**config.mk**
```make
export PLATFORM = sky130hd
export DESIGN_NAME = imv_unit
export DESIGN_NICKNAME = d
export VERILOG_FILES = /design/src/rtl/imv_pkg.sv /design/src/rtl/imv_unit.sv
export SDC_FILE = /design/constraint.sdc
export NUM_CORES = 1
export LEC_CHECK = 0
export ABC_CLOCK_PERIOD_IN_PS = 3900
export BUFFER_PORTS_ARGS = -buffer_cell sky130_fd_sc_hd__clkbuf_2
export CAP_MARGIN = 20
export CORE_MARGIN = 10
export CORE_UTILIZATION = 54
export CTS_CLUSTER_SIZE = 30
export DETAILED_ROUTE_END_ITERATION = 8
export GPL_TIMING_DRIVEN = 0
export HOLD_SLACK_MARGIN = 0.12
export PLACE_DENSITY = 0.83
export SETUP_SLACK_MARGIN = 0.3
export SYNTH_ARGS = -nofsm -noshare
export SYNTH_HDL_FRONTEND = slang
export SYNTH_SLANG_ARGS = --single-unit
```
**constraint.sdc**
```tcl
create_clock -name aclk -period 3.9 [get_ports aclk]
set_input_delay 0.39 -clock aclk [delete_from_list [all_inputs] [get_ports aclk]]
set_output_delay 0.39 -clock aclk [all_outputs]
set_load 0.03 [all_outputs]
```
**src/rtl/imv_pkg.sv**
```systemverilog
// package of constants for the interrupt mask and vector unit
package imv_pkg;
  // source count split over the two register groups
  localparam int unsigned NUM_SRC  = 14;
  localparam int unsigned GRP_ONE  = 8;
  localparam int unsigned GRP_TWO  = 6;
  // register indices; byte address is four times the index
  localparam logic [7:0] IDX_CLEAR_ONE  = 8'hda;
  localparam logic [7:0] IDX_CLEAR_TWO  = 8'hdc;
  localparam logic [7:0] IDX_MASK_TWO   = 8'hde;
  localparam logic [7:0] IDX_MASK_ONE   = 8'hdf;
  localparam logic [7:0] IDX_SW_EN      = 8'he1;
  localparam logic [7:0] IDX_VECTOR     = 8'he2;
  localparam logic [7:0] IDX_EVT_STATUS = 8'he4;
  localparam logic [7:0] IDX_EVT_MASK   = 8'he5;
  // field positions
  localparam int unsigned SOFT_POST_ENABLE_BIT = 0;
  localparam int unsigned EVT_POSTED           = 0;
  localparam int unsigned EVT_CLEAR_ALL        = 1;
  localparam int unsigned EVT_SERVICED         = 2;
  localparam int unsigned NUM_EVT              = 3;
  // reset values
  localparam logic [7:0] RST_MASK_ONE  = 8'h00;
  localparam logic [5:0] RST_MASK_TWO  = 6'h00;
  localparam logic       RST_SW_EN     = 1'b0;
  localparam logic [13:0] RST_POSTED   = 14'h0000;
  localparam logic [2:0] RST_EVT       = 3'h0;
  // vector byte returned when nothing is pending
  localparam logic [7:0] VEC_NONE      = 8'h00;
  // vector low bytes, source 0 first; source 0 has the highest priority
  localparam logic [7:0] VEC_BASE      = 8'h20;
  localparam logic [7:0] VEC_STEP      = 8'h04;
  // axi response codes
  localparam logic [1:0] RESP_OKAY     = 2'b00;
  localparam logic [1:0] RESP_SLVERR   = 2'b10;
endpackage : imv_pkg

```
**src/rtl/imv_unit.sv**
```systemverilog
// interrupt mask, soft post and vector readout unit with axi4-lite registers
`timescale 1ns/1ps

// Contract
// RULE1 - a masked source still records its posted interrupt
// RULE2 - usb/timer mask register, read/write, reset zero, eight source masks
// RULE3 - second mask register, reset zero, wakeup at bit 5, endpoints 8-4 below
// RULE4 - mask one lets a posted interrupt become pending; zero masks it
// RULE5 - soft enable register holds one bit at 0, reset zero
// RULE6 - soft enable bit is no mask; it only changes clear-register writes
// RULE7 - vector read returns low byte of highest-priority pending vector
// RULE8 - vector read returns zero when nothing is pending
// RULE9 - core service removes the reported highest-priority interrupt; code removes the live top, one cycle ahead of the reported vector
// RULE10 - any vector write clears all posted and pending, driving clear lines
// RULE11 - soft enable zero: writing zero to a clear bit clears posted
// RULE12 - soft enable one: writing one to a clear bit posts interrupt
// RULE13 - a higher-priority pending interrupt is presented to the core first
// RULE14 - second mask bits 7 and 6 read zero and ignore writes
// RULE15 - reading the vector has no effect on posted or pending state
module imv_unit
#(
  parameter int unsigned ADDR_W = 12
) (
  // clock and reset
  input  wire logic                         aclk,
  input  wire logic                         aresetn,
  // axi4-lite write address
  input  wire logic                         s_axi_awvalid,
  output logic                              s_axi_awready,
  input  wire logic [ADDR_W-1:0]            s_axi_awaddr,
  input  wire logic [2:0]                   s_axi_awprot,
  // axi4-lite write data
  input  wire logic                         s_axi_wvalid,
  output logic                              s_axi_wready,
  input  wire logic [31:0]                  s_axi_wdata,
  input  wire logic [3:0]                   s_axi_wstrb,
  // axi4-lite write response
  output logic                              s_axi_bvalid,
  input  wire logic                         s_axi_bready,
  output logic [1:0]                        s_axi_bresp,
  // axi4-lite read address
  input  wire logic                         s_axi_arvalid,
  output logic                              s_axi_arready,
  input  wire logic [ADDR_W-1:0]            s_axi_araddr,
  input  wire logic [2:0]                   s_axi_arprot,
  // axi4-lite read data
  output logic                              s_axi_rvalid,
  input  wire logic                         s_axi_rready,
  output logic [31:0]                       s_axi_rdata,
  output logic [1:0]                        s_axi_rresp,
  // interrupt sources
  input  wire logic [imv_pkg::NUM_SRC-1:0]  src_post,
  output logic [imv_pkg::NUM_SRC-1:0]       src_clear,
  // processor core side
  output logic                              core_irq_req,
  output logic [7:0]                        core_irq_vector,
  input  wire logic                         core_irq_ack,
  // block event interrupt
  output logic                              irq
);
  import imv_pkg::*;

  // elaboration checks: the decode uses bits 9:2 as the word index, so the
  // address must hold them; the source table must fill both register groups
  if (ADDR_W < 10 || ADDR_W > 32) begin : g_bad_addr_w
    $error("imv_unit: ADDR_W must lie between 10 and 32");
  end
  if (NUM_SRC != GRP_ONE + GRP_TWO || GRP_ONE != 8 || GRP_TWO > 8) begin : g_bad_groups
    $error("imv_unit: source groups do not fit the clear and mask registers");
  end

  // register state
  logic [7:0]          usb_timer_mask;
  logic [5:0]          usb_wake_endpoint_high_mask;
  logic                soft_post_enable_bit;
  logic [NUM_SRC-1:0]  posted;
  logic [NUM_EVT-1:0]  evt_status;
  logic [NUM_EVT-1:0]  evt_mask;

  // bus holding state
  logic                aw_full;
  logic                w_full;
  logic [ADDR_W-1:0]   aw_addr;
  logic [31:0]         w_data;
  logic [3:0]          w_strb;
  logic [31:0]         next_rdata;
  logic [1:0]          next_rresp;

  // write channels are taken in either order and held until the response
  assign s_axi_awready = !aw_full && !s_axi_bvalid;
  assign s_axi_wready  = !w_full && !s_axi_bvalid;
  assign s_axi_arready = !s_axi_rvalid;

  // handshake strobes for the cycle at hand
  wire aw_take  = s_axi_awvalid && s_axi_awready;
  wire w_take   = s_axi_wvalid && s_axi_wready;
  wire ar_take  = s_axi_arvalid && s_axi_arready;
  wire do_write = aw_full && w_full && !s_axi_bvalid;

  // address decode: word index, upper bits must be zero
  wire [7:0] wr_idx   = aw_addr[9:2];
  wire [7:0] rd_idx   = s_axi_araddr[9:2];
  wire       wr_upper = (ADDR_W > 10) ? (aw_addr >> 10) == '0 : 1'b1;
  wire       rd_upper = (ADDR_W > 10) ? (s_axi_araddr >> 10) == '0 : 1'b1;
  wire       wr_lane0 = do_write && w_strb[0];
  wire [7:0] wbyte    = w_data[7:0];

  // write strobes: lane 0 only, since every register is one byte wide
  wire wr_mask_one  = wr_lane0 && wr_upper && (wr_idx == IDX_MASK_ONE);
  wire wr_mask_two  = wr_lane0 && wr_upper && (wr_idx == IDX_MASK_TWO);
  wire wr_sw_en     = wr_lane0 && wr_upper && (wr_idx == IDX_SW_EN);
  wire wr_vector    = wr_lane0 && wr_upper && (wr_idx == IDX_VECTOR);
  wire wr_clear_one = wr_lane0 && wr_upper && (wr_idx == IDX_CLEAR_ONE);
  wire wr_clear_two = wr_lane0 && wr_upper && (wr_idx == IDX_CLEAR_TWO);
  wire wr_evt_stat  = wr_lane0 && wr_upper && (wr_idx == IDX_EVT_STATUS);
  wire wr_evt_mask  = wr_lane0 && wr_upper && (wr_idx == IDX_EVT_MASK);
  wire wr_hit       = wr_upper && (wr_idx == IDX_MASK_ONE || wr_idx == IDX_MASK_TWO ||
                      wr_idx == IDX_SW_EN || wr_idx == IDX_VECTOR ||
                      wr_idx == IDX_CLEAR_ONE || wr_idx == IDX_CLEAR_TWO ||
                      wr_idx == IDX_EVT_STATUS || wr_idx == IDX_EVT_MASK);

  // pending set: the mask only gates promotion, posting goes on regardless
  wire [NUM_SRC-1:0] src_mask = {usb_wake_endpoint_high_mask, usb_timer_mask}; // RULE2 RULE3
  wire [NUM_SRC-1:0] pending  = posted & src_mask;          // RULE1 RULE4

  // priority chain: lowest index wins, so a newer higher source overtakes an
  // older lower one; the chain is fully combinational and settles each cycle
  wire [NUM_SRC:0]    above_busy;                          // a higher source is pending
  wire [NUM_SRC-1:0]  top_onehot;
  wire [7:0]          top_vector;
  wire [7:0]          vec_chain [0:NUM_SRC];
  assign above_busy[0] = 1'b0;
  assign vec_chain[0]  = VEC_NONE;                          // RULE8
  for (genvar s = 0; s < NUM_SRC; s = s + 1) begin : g_prio
    // each source owns a fixed vector from its place in the table
    wire [7:0] own_vec = 8'(VEC_BASE + 8'(s) * VEC_STEP);
    assign top_onehot[s]   = pending[s] && !above_busy[s];  // RULE13
    assign above_busy[s+1] = above_busy[s] || pending[s];
    assign vec_chain[s+1]  = top_onehot[s] ? own_vec : vec_chain[s]; // RULE7
  end
  assign top_vector = vec_chain[NUM_SRC];

  // clear register writes: meaning of each bit set by the soft enable bit
  wire [NUM_SRC-1:0] clr_wdata = {wbyte[GRP_TWO-1:0], wbyte};
  wire [NUM_SRC-1:0] clr_sel   = {{GRP_TWO{wr_clear_two}}, {GRP_ONE{wr_clear_one}}};
  wire [NUM_SRC-1:0] sw_post   = soft_post_enable_bit ? (clr_sel & clr_wdata)
                                                      : '0;  // RULE12 RULE6
  wire [NUM_SRC-1:0] sw_clear  = soft_post_enable_bit ? '0
                                                      : (clr_sel & ~clr_wdata); // RULE11 RULE6

  // service removes only the top interrupt of the live chain; the reported vector lags it by one cycle
  wire [NUM_SRC-1:0] svc_clear = core_irq_ack ? top_onehot : '0;  // RULE9

  // a source post in the same cycle as any clear survives: set beats clear
  wire [NUM_SRC-1:0] all_clear   = wr_vector ? '1 : (sw_clear | svc_clear); // RULE10
  wire [NUM_SRC-1:0] next_posted = (posted & ~all_clear) | src_post | sw_post;

  // block events for the system interrupt
  wire [NUM_EVT-1:0] evt_set = {core_irq_ack && (pending != '0), wr_vector,
                                (src_post | sw_post) != '0};
  wire [NUM_EVT-1:0] evt_clr = wr_evt_stat ? wbyte[NUM_EVT-1:0] : '0;
  wire [NUM_EVT-1:0] next_evt_status = (evt_status & ~evt_clr) | evt_set;

  // mask and soft enable registers; only byte lane 0 carries meaning
  always_ff @(posedge aclk) begin
    if (!aresetn) begin
      usb_timer_mask              <= RST_MASK_ONE;
      usb_wake_endpoint_high_mask <= RST_MASK_TWO;
      soft_post_enable_bit        <= RST_SW_EN;
    end else begin
      if (wr_mask_one) usb_timer_mask <= wbyte;                          // RULE2
      if (wr_mask_two) usb_wake_endpoint_high_mask <= wbyte[GRP_TWO-1:0]; // RULE3 RULE14
      if (wr_sw_en) soft_post_enable_bit <= wbyte[SOFT_POST_ENABLE_BIT];  // RULE5
    end
  end

  // one posted flag per source; reads of any register never touch these,
  // so only posts, clear writes, vector writes and service change them
  for (genvar s = 0; s < NUM_SRC; s = s + 1) begin : g_posted
    always_ff @(posedge aclk) begin
      if (!aresetn) begin
        posted[s] <= RST_POSTED[s];
      end else begin
        posted[s] <= next_posted[s];                        // RULE15
      end
    end
  end

  // block event status and its mask; a new event beats a same-cycle clear
  always_ff @(posedge aclk) begin
    if (!aresetn) begin
      evt_status <= RST_EVT;
      evt_mask   <= RST_EVT;
    end else begin
      if (wr_evt_mask) evt_mask <= wbyte[NUM_EVT-1:0];
      evt_status <= next_evt_status;
    end
  end

  // the request lags the posted state by one cycle, so a core that acks on a
  // stale request after the last source went away simply clears nothing
  // core outputs and clear lines; clear lines pulse one cycle after the write
  always_ff @(posedge aclk) begin
    if (!aresetn) begin
      core_irq_req    <= 1'b0;
      core_irq_vector <= VEC_NONE;
      src_clear       <= '0;
      irq             <= 1'b0;
    end else begin
      core_irq_req    <= above_busy[NUM_SRC];               // any unmasked post
      core_irq_vector <= top_vector;                        // RULE7 RULE13
      src_clear       <= wr_vector ? '1 : '0;               // RULE10
      irq             <= (next_evt_status & evt_mask) != '0;
    end
  end

  // read mux; vector read is side-effect free
  wire rd_hit = rd_upper && (rd_idx == IDX_MASK_ONE || rd_idx == IDX_MASK_TWO ||
                rd_idx == IDX_SW_EN || rd_idx == IDX_VECTOR ||
                rd_idx == IDX_CLEAR_ONE || rd_idx == IDX_CLEAR_TWO ||
                rd_idx == IDX_EVT_STATUS || rd_idx == IDX_EVT_MASK);
  // read decode; the vector arm is a plain look at the live chain, so a
  // read never consumes an interrupt
  logic [7:0] rd_byte;
  always_comb begin
    rd_byte = 8'h00;
    if (rd_idx == IDX_MASK_ONE) begin
      rd_byte = usb_timer_mask;                             // RULE2
    end else if (rd_idx == IDX_MASK_TWO) begin
      rd_byte = {2'b00, usb_wake_endpoint_high_mask};       // RULE14
    end else if (rd_idx == IDX_SW_EN) begin
      rd_byte = {7'h00, soft_post_enable_bit};              // RULE5
    end else if (rd_idx == IDX_VECTOR) begin
      rd_byte = top_vector;                                 // RULE7 RULE8 RULE15
    end else if (rd_idx == IDX_CLEAR_ONE) begin
      rd_byte = posted[GRP_ONE-1:0];
    end else if (rd_idx == IDX_CLEAR_TWO) begin
      rd_byte = {2'b00, posted[NUM_SRC-1:GRP_ONE]};
    end else if (rd_idx == IDX_EVT_STATUS) begin
      rd_byte = {5'h00, evt_status};
    end else if (rd_idx == IDX_EVT_MASK) begin
      rd_byte = {5'h00, evt_mask};
    end
  end
  // unmapped words read zero and answer slverr
  assign next_rdata = rd_hit ? {24'h000000, rd_byte} : 32'h00000000;
  assign next_rresp = rd_hit ? RESP_OKAY : RESP_SLVERR;

  // write channel holding registers; the write waits for both halves, so the
  // address and the data may arrive in either order
  always_ff @(posedge aclk) begin
    if (!aresetn) begin
      aw_full <= 1'b0;
      w_full  <= 1'b0;
      aw_addr <= '0;
      w_data  <= 32'h00000000;
      w_strb  <= 4'h0;
    end else begin
      if (aw_take) begin
        aw_full <= 1'b1;
        aw_addr <= s_axi_awaddr;
      end else if (do_write) begin
        aw_full <= 1'b0;
      end
      if (w_take) begin
        w_full <= 1'b1;
        w_data <= s_axi_wdata;
        w_strb <= s_axi_wstrb;
      end else if (do_write) begin
        w_full <= 1'b0;
      end
    end
  end

  // write response; unmapped word answers slverr and changes nothing
  always_ff @(posedge aclk) begin
    if (!aresetn) begin
      s_axi_bvalid <= 1'b0;
      s_axi_bresp  <= RESP_OKAY;
    end else if (do_write) begin
      s_axi_bvalid <= 1'b1;
      s_axi_bresp  <= wr_hit ? RESP_OKAY : RESP_SLVERR;
    end else if (s_axi_bready) begin
      s_axi_bvalid <= 1'b0;
    end
  end

  // read data channel, one cycle after the address is taken
  always_ff @(posedge aclk) begin
    if (!aresetn) begin
      s_axi_rvalid <= 1'b0;
      s_axi_rdata  <= 32'h00000000;
      s_axi_rresp  <= RESP_OKAY;
    end else if (ar_take) begin
      s_axi_rvalid <= 1'b1;
      s_axi_rdata  <= next_rdata;
      s_axi_rresp  <= next_rresp;
    end else if (s_axi_rready) begin
      s_axi_rvalid <= 1'b0;
    end
  end

endmodule : imv_unit

```
Yosys cells after proc, flatten, opt, wreduce, memory -nomap -nowiden
Index checks and enable logic that the tools add are counted.

word-level totals
  flip-flop bits (word level) = 120
  output and inout bits = 65

cells by class
  reductions and logical operators = 86
  eq/ne operators = 16
  bitwise logic cells = 14
  muxes and demuxes = 38

operators by type and width
  kind                                  count
  8-bit == test, second input constant  16
  14-bit 2-to-1 mux                     5
  14-bit AND                            4
  14-bit OR                             4
  6-bit 2-to-1 mux                      9
  8-bit 2-to-1 mux                      6
  7-bit 2-to-1 mux                      6
  1-bit logical AND                     33
  14-bit inverter                       2
  14-bit nonzero test                   2
  1-bit logical OR                      27
  12-bit logical NOT                    2
  1-bit logical NOT                     17
  3-bit 2-to-1 mux                      3
  2-bit nonzero test                    4
  1-bit 2-to-1 mux                      7
  3-bit AND                             2
  2-bit 2-to-1 mux                      2
  3-bit inverter                        1
  3-bit OR                              1
  3-bit nonzero test                    1

Depth between registers and ports, before layout
Gate-level depths: netlist (run 1).

  depth after elaboration = 22
  depth in mapped cells = 8

Worst setup path after synthesis (run 1)
No wires, ideal clock.

  path kind = reg-to-reg
  start = register s_axi_bvalid
  end = register posted[0]
  required time = 3,785 ps
  arrival time = 1,910 ps
  setup slack = 1,876 ps
  setup time = 115 ps
  period minus slack after synthesis = 2,024 ps
  cell stages (with the launch flop) = 9
  cells stage by stage = dfxtp_1 > and3b_1 > buf_6 > nand2_4 > or4_4 > buf_6 > a41oi_2 > a21oi_1 > o21a_1

on the way
  word-level cells in the longest chain between the ends = 13
  elaborated cells on any way between the ends = 16
  classes of those cells = 3 x mux; 7 x bitwise; 6 x reduce/logical

RTL lines
  item                             line                              text
  from (decl)                      imv_unit.sv:38                    output logic s_axi_bvalid,
  from (signal assigned)           imv_unit.sv:278                   s_axi_bvalid <= 1'b0;
  from (signal assigned)           imv_unit.sv:281                   s_axi_bvalid <= 1'b1;
  from (signal assigned)           imv_unit.sv:284                   s_axi_bvalid <= 1'b0;
  1-bit logical NOT *              imv_unit.sv:98                    wire do_write = aw_full && w_full && !s_axi_bvalid;
  1-bit logical AND *              imv_unit.sv:98
  1-bit logical AND *              imv_unit.sv:105                   wire wr_lane0 = do_write && w_strb[0];
  1-bit logical AND *              imv_unit.sv:112, imv_unit.sv:113
  1-bit logical AND                imv_unit.sv:113                   wire wr_clear_one = wr_lane0 && wr_upper && (wr_idx == IDX_CLEAR_ONE);
  14-bit AND                       imv_unit.sv:149                   : (clr_sel & ~clr_wdata);
  14-bit 2-to-1 mux                imv_unit.sv:148                   wire [NUM_SRC-1:0] sw_clear = soft_post_enable_bit ? '0
  14-bit OR                        imv_unit.sv:155                   wire [NUM_SRC-1:0] all_clear = wr_vector ? '1 : (sw_clear | svc_clear);
  14-bit 2-to-1 mux                imv_unit.sv:155
  14-bit inverter                  imv_unit.sv:156                   wire [NUM_SRC-1:0] next_posted = (posted & ~all_clear) | src_post | sw_post;
  14-bit AND                       imv_unit.sv:156
  14-bit OR                        imv_unit.sv:156
  14-bit OR *                      imv_unit.sv:156
  to (signal, indexed assignment)  imv_unit.sv:182                   posted[s] <= RST_POSTED[s];
  to (signal, indexed assignment)  imv_unit.sv:184                   posted[s] <= next_posted[s];
  to (decl)                        imv_unit.sv:76                    logic [NUM_SRC-1:0] posted;

Mark *: on every way between the ends. The rest lies on a longest branch, timed or not.
A chain may end at the register's enable or synchronous reset.

Worst setup path in the final report (run 1)
  start = register posted[0]
  end = register posted[11]

on the way
  word-level cells in the longest chain between the ends = 20

RTL lines
  item                             line             text
  14-bit AND                       imv_unit.sv:124  wire [NUM_SRC-1:0] pending = posted & src_mask;
  1-bit logical OR (10 in series)  imv_unit.sv:138  assign above_busy[s+1] = above_busy[s] || pending[s];
  1-bit logical NOT                imv_unit.sv:137  assign top_onehot[s] = pending[s] && !above_busy[s];
  1-bit logical AND                imv_unit.sv:137
  14-bit 2-to-1 mux                imv_unit.sv:152  wire [NUM_SRC-1:0] svc_clear = core_irq_ack ? top_onehot : '0;
  14-bit OR                        imv_unit.sv:155
  14-bit 2-to-1 mux                imv_unit.sv:155
  14-bit inverter                  imv_unit.sv:156
  14-bit AND                       imv_unit.sv:156
  14-bit OR (2 in series)          imv_unit.sv:156

No other way between the ends.

==> qor.txt, run 1 <==
run status = finished, final reports clean
Worst-Skew Late Latency = 350 ps
post-synthesis sequential area ratio = 34.8%
part of the power in registers = 49.1%
Initial Util = 56.1%
share of cells above drive strength 1 = 24.3%
Die Wd = 110 um
detailed-placement wirelength estimate = 10.7 mm
maximum VDD drop = 0.260 mV
most common cell after layout, fill and taps aside = nand2_1
R2R Path End = posted[11]$_SDFF_PN0_
CTS Sinks = 76
ys async rst share = 0%
largest cells by area after synthesis = dfxtp_1 35%, buf_4 7.4%, nand2_1 7.4%
drt pass-1 iters = 5
RSZ-0062 raised after global routing = no
relative slew slack = 41.9%
die area = 0.0121 mm2
Avg Cell Area, Syn = 7.87 um2
# diodes = 0
Tmin final = 2500 ps
RR Startpoint = posted[0]$_SDFF_PN0_
area grow syn2layout = 19.4%
Final #Nets = 766
Pint = 0.00121 W
htree depth = 3
grt ovf = 0
FP Rows = 32
Slowest-stage cell, CP = nor2_1
Met2 Wirelength = 6.37 mm
Setup WS pre-CTS = 1600 ps
Routed wire per std cell = 17.5 um
min-delay src = s_axi_rready
period utilisation layout = 64.0%
Overall Global Routing Usage = 22.0%
synthesized flop and latch total = 76
Final Non-Filler Cells = 785
most frequent cells in the layout = 86 x nand2_1, 85 x clkbuf_2, 76 x dfxtp_1, 50 x nor2_1, 46 x a21oi_1
Max Used Layer = met4
Leak = 2.18 nW
Critical Path Fanout Max = 7
type of origin of the critical path = flop
clock buffer depth = 2
Via-to-Cell Ratio = 5.83
post-CTS setup buffer count = 0
gpl congestion = 0.945
Die Span Y = 110 um
Synth Instances = 556
Hold WS = 230 ps
setup ws final = 1400 ps
fin. max-slew vios = 0
clk slew on worst S/H paths = 80 ps
max cap viols = 0
clock skew = 7.94 ps
top cell type's share of synthesized area = 34.8%
Hold Violations, Final = 0
P_sw = 0.000507 W
first-pass GRT wire length = 21.4 mm
Detailed Route WL = 13.7 mm
vias in the first global route = 4294
initial antenna violation count = 0
Worst Setup Path Type = reg2reg
final setup vio count = 0
Most used DFF post-synth = dfxtp_1
# hold bufs at CTS = 0
crit path DAT = 2700 ps
DRT antenna net count = 0
met3 wire length = 1.58 mm
Net Sw Frac = 29.4%
Critical Path RT = 4100 ps
Post-synth EDFFs = 0
CORE AREA = 0.00781 mm2
worst reg2reg setup slack = 1400 ps
IO buf count = 83
Root Driver = clkbuf_8
CP Capture Type = flop
Clock power frac = 35.4%
area leader, netlist = dfxtp_1
Ys Warns = 0
post-cts sizing count = 0
DR DRC count = 0
Ports = 153
dpl cells = 769
largest net degree at the start of global routing = 15
sink of the worst hold path = s_axi_rvalid$_SDFFE_PN0P_
Reg2Reg Depth = 6
fillcell total = 739
via count = 4573
CTS buffer count = 9
Met1 Wirelength = 5.32 mm
CTS tree = built
Fmax = 400 MHz
1st-iter DRT viols = 360
worst-margin pin slew = 864 ps
Worst Hold Depth = 2
Combinational Power Share = 15.6%
CP peak stage delay = 460 ps
post-synth design cell area = 0.00438 mm2
Tot Pwr = 0.00172 W
worst-path cell chain = a22oi_1 -> nand4_1 -> nor2_1 -> nand3_1 -> a311oi_1 -> a211oi_1
pwr dens = 329 mW/mm2
HP Class = in2reg
Yosys cell types = 58
Sum Neg Setup Slack = 0 ps
-- cells by family (layout without fill, tap and decap cells) --
logic type | Yosys count | after routing | synth area share, %
compound gates | 142 | 142 | 22.8
xor+xnor | 1 | 1 | 0.200
buf+inv | 82 | 181 | 11.2
flops | 76 | 76 | 34.8
mux | 16 | 16 | 3.66
other cells | 1 | 29 | 0.0857
simple gates | 238 | 238 | 27.2
-- cell type report --
class                      instances  area [um2]  area share [%]
buffer                            73         457            8.74
inverter                           9        33.8           0.647
clock inverter                     6        61.3            1.17
sequential                        76        1520            29.1
timing repair buffer              83         415            7.95
multi-input combinational        426        2470            47.3
clock buffer                      10         138            2.63
tap                              102         128            2.44
-- cell usage after synthesis (5+ instances only) --
library cell  instances
o21a_1               10
nand4b_1              6
a21oi_1              46
nand3_1              26
mux2i_1              16
a22oi_1              12
nor3_1               11
nand4_1              10
nand2_1              86
nor2_1               50
buf_4                43
a41oi_2               8
clkbuf_1             23
and2_1               12
o211ai_1              6
o31ai_1               5
inv_1                 9
dfxtp_1              76
o21ai_0              19
nor2b_1               6
a211oi_1              8
-- stage by stage --
| step | instance area [um2] | utilization [%] |
|---|---|---|
| floorplan | 4480 | - |
| global placement | 5020 | 64.4 |
| detailed placement | 5020 | 64.4 |
| CTS | 5220 | 66.9 |
| global route | 5220 | 66.9 |
| finish | 5220 | 66.9 |
-- state kept, by name, summed over array words and instances, names as in the netlist --
register,cells
core_irq_req,1
posted,14
w_strb,1
soft_post_enable_bit,1
aw_full,1
evt_status,3
s_axi_rdata,8
evt_mask,3
core_irq_vector,5
s_axi_bvalid,1
w_data,8
w_full,1
s_axi_bresp,1
src_clear,1
aw_addr,10
usb_wake_endpoint_high_mask,6
irq,1
usb_timer_mask,8
s_axi_rresp,1
s_axi_rvalid,1
-- power by group through the flow --
stage	clock (W)	sequential (W)	combinational, W
finish	0.000609	0.000844	0.000268
global route	0.000642	0.000847	0.000293
CTS	0.000610	0.000842	0.000262
detailed placement	0	0.000860	0.000261
global placement	0	0.000857	0.000255
floorplan	0	0.000851	0.000187
-- metal layers --
layer | vias to the layer above | GRT usage (%)
li1 | 2172 | -
met1 | 2072 | 27.2
met2 | 287 | 36.5
met3 | 42 | 4.41
met4 | 0 | 9.48
met5 | - | 0
-- critical path, delay by kind of cell, from the launching register on --
family / cells / cell delay, ps
AO/OA/AOI/OAI: 3 / 850
flip-flops: 1 / 420
AND/OR/NAND/NOR: 3 / 1090
-- worst max path at each step --
stage,depth (start not counted),end,from,slack [ps]
finish,6,posted[11]$_SDFF_PN0_,posted[0]$_SDFF_PN0_,1400
detailed placement,6,posted[11]$_SDFF_PN0_,posted[0]$_SDFF_PN0_,1600
global placement,6,posted[11]$_SDFF_PN0_,posted[0]$_SDFF_PN0_,1630
global route,6,posted[11]$_SDFF_PN0_,posted[0]$_SDFF_PN0_,1200
CTS,6,posted[11]$_SDFF_PN0_,posted[0]$_SDFF_PN0_,1540
floorplan,8,posted[0]$_SDFF_PN0_,s_axi_bvalid$_SDFFE_PN0P_,1880
(Power assumes the default switching activity.)
==> run 2: changes to the inputs <==
--- a/config.mk
+++ b/config.mk
@@ -5,16 +5,16 @@
 export SDC_FILE = /design/constraint.sdc
 export NUM_CORES = 1
 export LEC_CHECK = 0
-export ABC_CLOCK_PERIOD_IN_PS = 3900
+export ABC_CLOCK_PERIOD_IN_PS = 2100
 export BUFFER_PORTS_ARGS = -buffer_cell sky130_fd_sc_hd__clkbuf_2
 export CAP_MARGIN = 20
 export CORE_MARGIN = 10
-export CORE_UTILIZATION = 54
+export CORE_UTILIZATION = 46
 export CTS_CLUSTER_SIZE = 30
 export DETAILED_ROUTE_END_ITERATION = 8
 export GPL_TIMING_DRIVEN = 0
 export HOLD_SLACK_MARGIN = 0.12
-export PLACE_DENSITY = 0.83
+export PLACE_DENSITY = 0.75
 export SETUP_SLACK_MARGIN = 0.3
 export SYNTH_ARGS = -nofsm -noshare
 export SYNTH_HDL_FRONTEND = slang
==> constraint.sdc (replaced) <==
create_clock -name aclk -period 2.1 [get_ports aclk]
set_input_delay 0.21 -clock aclk [delete_from_list [all_inputs] [get_ports aclk]]
set_output_delay 0.21 -clock aclk [all_outputs]
set_load 0.03 [all_outputs]
==> qor.txt, run 2 (synthesis results as in run 1) <==
CTS tree = built
die area = 0.0138 mm2
fillcell total = 790
Worst Path Buf+Inv = 4
Detailed Route WL = 15.6 mm
Via-to-Cell Ratio = 5.43
Tmin final = 1890 ps
setup ws final = 210 ps
htree depth = 3
CP peak stage delay = 350 ps
largest net degree at the start of global routing = 15
first-pass GRT wire length = 24.2 mm
Met1 Wirelength = 6.68 mm
largest reg by FF count = posted
HP Class = in2reg
Routed wire per std cell = 17.7 um
type of origin of the critical path = flop
met3 wire length = 1.14 mm
CP dominant cell by count = buf_4
worst-path cell chain = and3b_1 -> buf_6 -> buf_4 -> nand4_1 -> buf_4 -> nor3_4 -> buf_4 -> a311oi_2 -> a211oi_1
gpl congestion = 0.954
detailed-placement wirelength estimate = 11.3 mm
clock buffer depth = 2
grt ovf = 0
area taken by multi-input logic gates = 0.00269 mm2
# diodes = 0
Worst Hold Depth = 4
drt pass-1 iters = 5
Hold Violations, Final = 0
Final #Nets = 832
1st-iter DRT viols = 329
DR DRC count = 0
DRT antenna net count = 0
largest delay contributor family on the critical path = buffers and inverters
share of cells above drive strength 1 = 34.3%
Largest register FFs = 14
pwr dens = 542 mW/mm2
Reg2Reg Depth = 9
most frequent cells in the layout = 85 x clkbuf_2, 81 x nand2_1, 79 x buf_4, 57 x dfxtp_1, 48 x nor2_1
Worst-Skew Late Latency = 360 ps
Leak = 2.54 nW
worst-margin pin slew = 702 ps
vias in the first global route = 4583
Fmax = 529 MHz
relative slew slack = 53.2%
Critical Path Fanout Max = 5
Overall Global Routing Usage = 21.0%
Initial Util = 47.4%
Worst Setup Path Type = reg2reg
Met2 Wirelength = 7.26 mm
initial antenna violation count = 0
FP Rows = 35
IO buf count = 83
min-delay src = s_axi_bready
Setup WS pre-CTS = -206 ps
Max Used Layer = met4
run status = finished, final reports clean
fin. max-slew vios = 0
period utilisation layout = 90.0%
Critical Path RT = 2370 ps
Tot Pwr = 0.00331 W
CP Capture Type = flop
sink of the worst hold path = s_axi_bvalid$_SDFFE_PN0P_
final setup vio count = 0
RSZ-0062 raised after global routing = yes
Core Util, Final = 66.1%
CORE AREA = 0.00924 mm2
maximum VDD drop = 0.430 mV
area grow syn2layout = 39.7%
Ports = 153
crit path DAT = 2160 ps
CTS buffer count = 9
R2R Path End = posted[11]$_SDFF_PN0_
Largest regs = posted (14), aw_addr (10)
clk slew on worst S/H paths = 90 ps
via count = 4765
register area = 0.00156 mm2
worst reg2reg setup slack = 210 ps
most common cell after layout, fill and taps aside = clkbuf_2
max cap viols = 0
Slowest-stage cell, CP = dfxtp_4
Die Span Y = 118 um
clock skew = 13.7 ps
CTS Sinks = 76
Die Wd = 118 um
Root Driver = clkbuf_8
RR Startpoint = s_axi_bvalid$_SDFFE_PN0P_
## run 2: cell types whose count changed in the layout (fill, tap and decap cells not counted), sizes merged
cell / delta
inv: +1
buf: +38
clkbuf: -2
dlygate4sd3: +29
## run 2: stage by stage
stage               TNS [ps]  hold slack, ps  instances  area (um2)
finish                     0             158        878        6110
global route               0             161        878        6110
CTS                        0             140        858        5770
detailed placement      -617             408        796        5070
global placement        -628             401        796        5070
floorplan                  0             309        584        4500
## run 2: where the power goes
| group | internal (W) | switching [W] | leakage, nW |
|---|---|---|---|
| clock | 0.000555 | 0.000589 | 0.100 |
| combinational | 0.000246 | 0.000351 | 1.81 |
| sequential | 0.00149 | 0.0000775 | 0.630 |
| total | 0.00229 | 0.00102 | 2.54 |
## run 2: what timing repair did
action | CTS | global route
hold buffers | 29 | 0
pin swaps | 7 | 34
resized for setup | 21 | 61
endpoints found under the hold margin | 29 | 0
buffers inserted | 17 | 20
setup endpoints to repair | 39 | 40
## run 2: worst max path at each step
| stage | start | to | slack, ps | cells past startpoint |
|---|---|---|---|---|
| finish | s_axi_bvalid$_SDFFE_PN0P_ | posted[11]$_SDFF_PN0_ | 210 | 9 |
| global route | s_axi_bvalid$_SDFFE_PN0P_ | posted[10]$_SDFF_PN0_ | 110 | 8 |
| CTS | aw_addr[2]$_SDFFE_PN0P_ | posted[8]$_SDFF_PN0_ | 200 | 6 |
| detailed placement | posted[0]$_SDFF_PN0_ | posted[11]$_SDFF_PN0_ | -210 | 6 |
| global placement | posted[0]$_SDFF_PN0_ | posted[10]$_SDFF_PN0_ | -210 | 6 |
| floorplan | s_axi_bvalid$_SDFFE_PN0P_ | posted[0]$_SDFF_PN0_ | 220 | 8 |
## run 2: per-layer routing
layer | global-route usage (%) | up-vias
li1 | - | 2308
met1 | 25.7 | 2188
met2 | 35.4 | 232
met3 | 4.56 | 37
met4 | 7.26 | 0
met5 | 0 | -
## run 2: layout make-up
| type | count | share of cell area, % |
|---|---|---|
| multi-input cells | 426 | 44.0 |
| flip-flops and latches | 76 | 25.5 |
| repair buffers | 149 | 16.2 |
| plain buffers | 73 | 7.90 |
| well taps | 129 | 2.64 |
| clock buffers | 9 | 2.03 |
| clock inverters | 7 | 1.21 |
| inverters | 9 | 0.553 |
## run 2: tightest hold or removal path: cells and delay by family
kind	cells	cell delay [ps]
and+or+nand+nor	1	80
AOI/OAI and AO/OA	1	60
buffers and inverters	2	130
==> run 3: changes to the inputs <==
==> constraint.sdc (replaced) <==
create_clock -name aclk -period 2.1 [get_ports aclk]
set_input_delay 0.21 -clock aclk [delete_from_list [all_inputs] [get_ports aclk]]
set_output_delay 0.21 -clock aclk [all_outputs]
set_load 0.05 [all_outputs]
==> qor.txt, run 3 (synthesis results as in run 1) <==
first-pass GRT wire length = 24.9 mm
most frequent cells in the layout = 88 x clkbuf_2, 82 x nand2_1, 80 x buf_4, 49 x nor2_1, 48 x dfxtp_1
Worst-Skew Late Latency = 350 ps
Net Sw Frac = 32.4%
max cap viols = 0
CP Capture Type = flop
clk slew on worst S/H paths = 80 ps
Max Used Layer = met4
via count = 4976
Routed wire per std cell = 18.5 um
met3 wire length = 1.46 mm
Overall Global Routing Usage = 21.6%
Via-to-Cell Ratio = 5.63
crit path to = posted[5]$_SDFF_PN0_
Die Wd = 118 um
Detailed Route WL = 16.4 mm
CP startpoint = aw_addr[10]$_SDFFE_PN0P_
DRT antenna net count = 0
HP Class = in2reg
CTS buffer count = 9
Worst Setup Path Type = reg2reg
Met2 Wirelength = 7.66 mm
most common cell after layout, fill and taps aside = clkbuf_2
IO buf count = 83
Final Non-Filler Cells = 884
CTS tree = built
Fmax = 516 MHz
pwr dens = 533 mW/mm2
Critical Path RT = 2340 ps
period utilisation layout = 92.2%
Pint = 0.00223 W
Combinational Power Share = 20.3%
grt ovf = 0
RSZ-0062 raised after global routing = yes
worst reg2reg setup slack = 160 ps
share of cells above drive strength 1 = 35.9%
register area = 0.00158 mm2
P_sw = 0.00107 W
Reg2Reg Depth = 8
Largest regs = posted (14), aw_addr (10)
maximum VDD drop = 0.440 mV
Die Span Y = 118 um
drt pass-1 iters = 5
relative slew slack = 49.8%
detailed-placement wirelength estimate = 11.3 mm
fillcell total = 744
type of origin of the critical path = flop
FP Rows = 35
gpl congestion = 0.941
crit path DAT = 2180 ps
Leak = 2.59 nW
Tmin final = 1940 ps
Final Cell Area = 0.00618 mm2
die area = 0.0138 mm2
CORE AREA = 0.00924 mm2
worst-margin pin slew = 754 ps
Final #Nets = 838
dpl cells = 796
part of the power in registers = 47.7%
RR Startpoint = aw_addr[10]$_SDFFE_PN0P_
Hold Violations, Final = 0
Initial Util = 47.4%
Placement Cell Area = 0.00508 mm2
1st-iter DRT viols = 477
area taken by multi-input logic gates = 0.00267 mm2
CTS Sinks = 76
htree depth = 3
fin. max-slew vios = 0
run status = finished, final reports clean
Critical Path Fanout Max = 5
Largest register FFs = 14
DR DRC count = 0
clock buffer depth = 2
final setup vio count = 0
Ports = 153
vias in the first global route = 4782
Root Driver = clkbuf_8
area grow syn2layout = 41.3%
Clock power frac = 32.0%
largest reg by FF count = posted
initial antenna violation count = 1
R2R Path End = posted[5]$_SDFF_PN0_
Met1 Wirelength = 6.63 mm
largest net degree at the start of global routing = 15
clock skew = 11.2 ps
Core Util, Final = 66.9%
==> run 3: worst min path at each step <==
stage	end	start	slack, ps	cells after the start
final	s_axi_bvalid$_SDFFE_PN0P_	s_axi_bready	140	4
after global routing	s_axi_bvalid$_SDFFE_PN0P_	s_axi_bready	150	4
after CTS	posted[12]$_SDFF_PN0_	src_post[12]	130	3
after detailed placement	s_axi_rvalid$_SDFFE_PN0P_	s_axi_rready	400	2
after global placement	s_axi_rvalid$_SDFFE_PN0P_	s_axi_rready	390	2
after floorplan	s_axi_rvalid$_SDFFE_PN0P_	s_axi_rready	300	1
==> run 3: power groups by stage <==
stage / Combinational, W / Clock (W) / Sequential (W)
6_report: 0.000669 / 0.00105 / 0.00157
5_1_grt: 0.000719 / 0.00112 / 0.00158
4_1_cts: 0.000618 / 0.00106 / 0.00157
3_5_place_dp: 0.000552 / 0 / 0.00160
3_3_place_gp: 0.000542 / 0 / 0.00160
2_1_floorplan: 0.000405 / 0 / 0.00159
==> run 3: metal layers <==
metal,vias to the layer above,global-route usage [%]
met4,0,8.27
met1,2294,26.0
li1,2327,-
met3,56,6.14
met2,299,35.5
met5,-,0
==> run 3: timing repair <==
item | CTS | global route
pin swaps | 19 | 33
hold buffers | 28 | 0
cloned | 1 | 0
endpoints found under the setup margin | 39 | 40
setup buffers | 22 | 21
hold endpoints to repair | 28 | 0
resized for setup | 41 | 52
==> run 3: metrics by stage <==
step | setup TNS, ps | setup slack [ps] | total power (W) | hold slack (ps)
global placement | -565 | -207 | 0.00214 | 391
global route | 0 | 103 | 0.00342 | 147
CTS | 0 | 174 | 0.00324 | 132
detailed placement | -976 | -291 | 0.00215 | 401
finish | 0 | 163 | 0.00329 | 140
floorplan | 0 | 171 | 0.00199 | 302
==> run 3: worst max-delay path, cell delays in order, from the launching register on <==
cell and delay, ps:
dfxtp_4 350, nor3b_4 230, buf_4 150, nand4b_1 120, or2_4 290, bufbuf_16 280, a41oi_2 170, a21oi_1 60
o21a_1 180
==> run 3: final cells by class <==
class	count	share of cell area, %
Buffer	73	7.87
Sequential cell	76	25.5
Clock inverter	4	0.405
Timing Repair Buffer	155	17.4
Clock buffer	11	2.45
Multi-Input combinational cell	426	43.1
Tap cell	129	2.61
Inverter	9	0.607
Antenna cell	1	0.0405
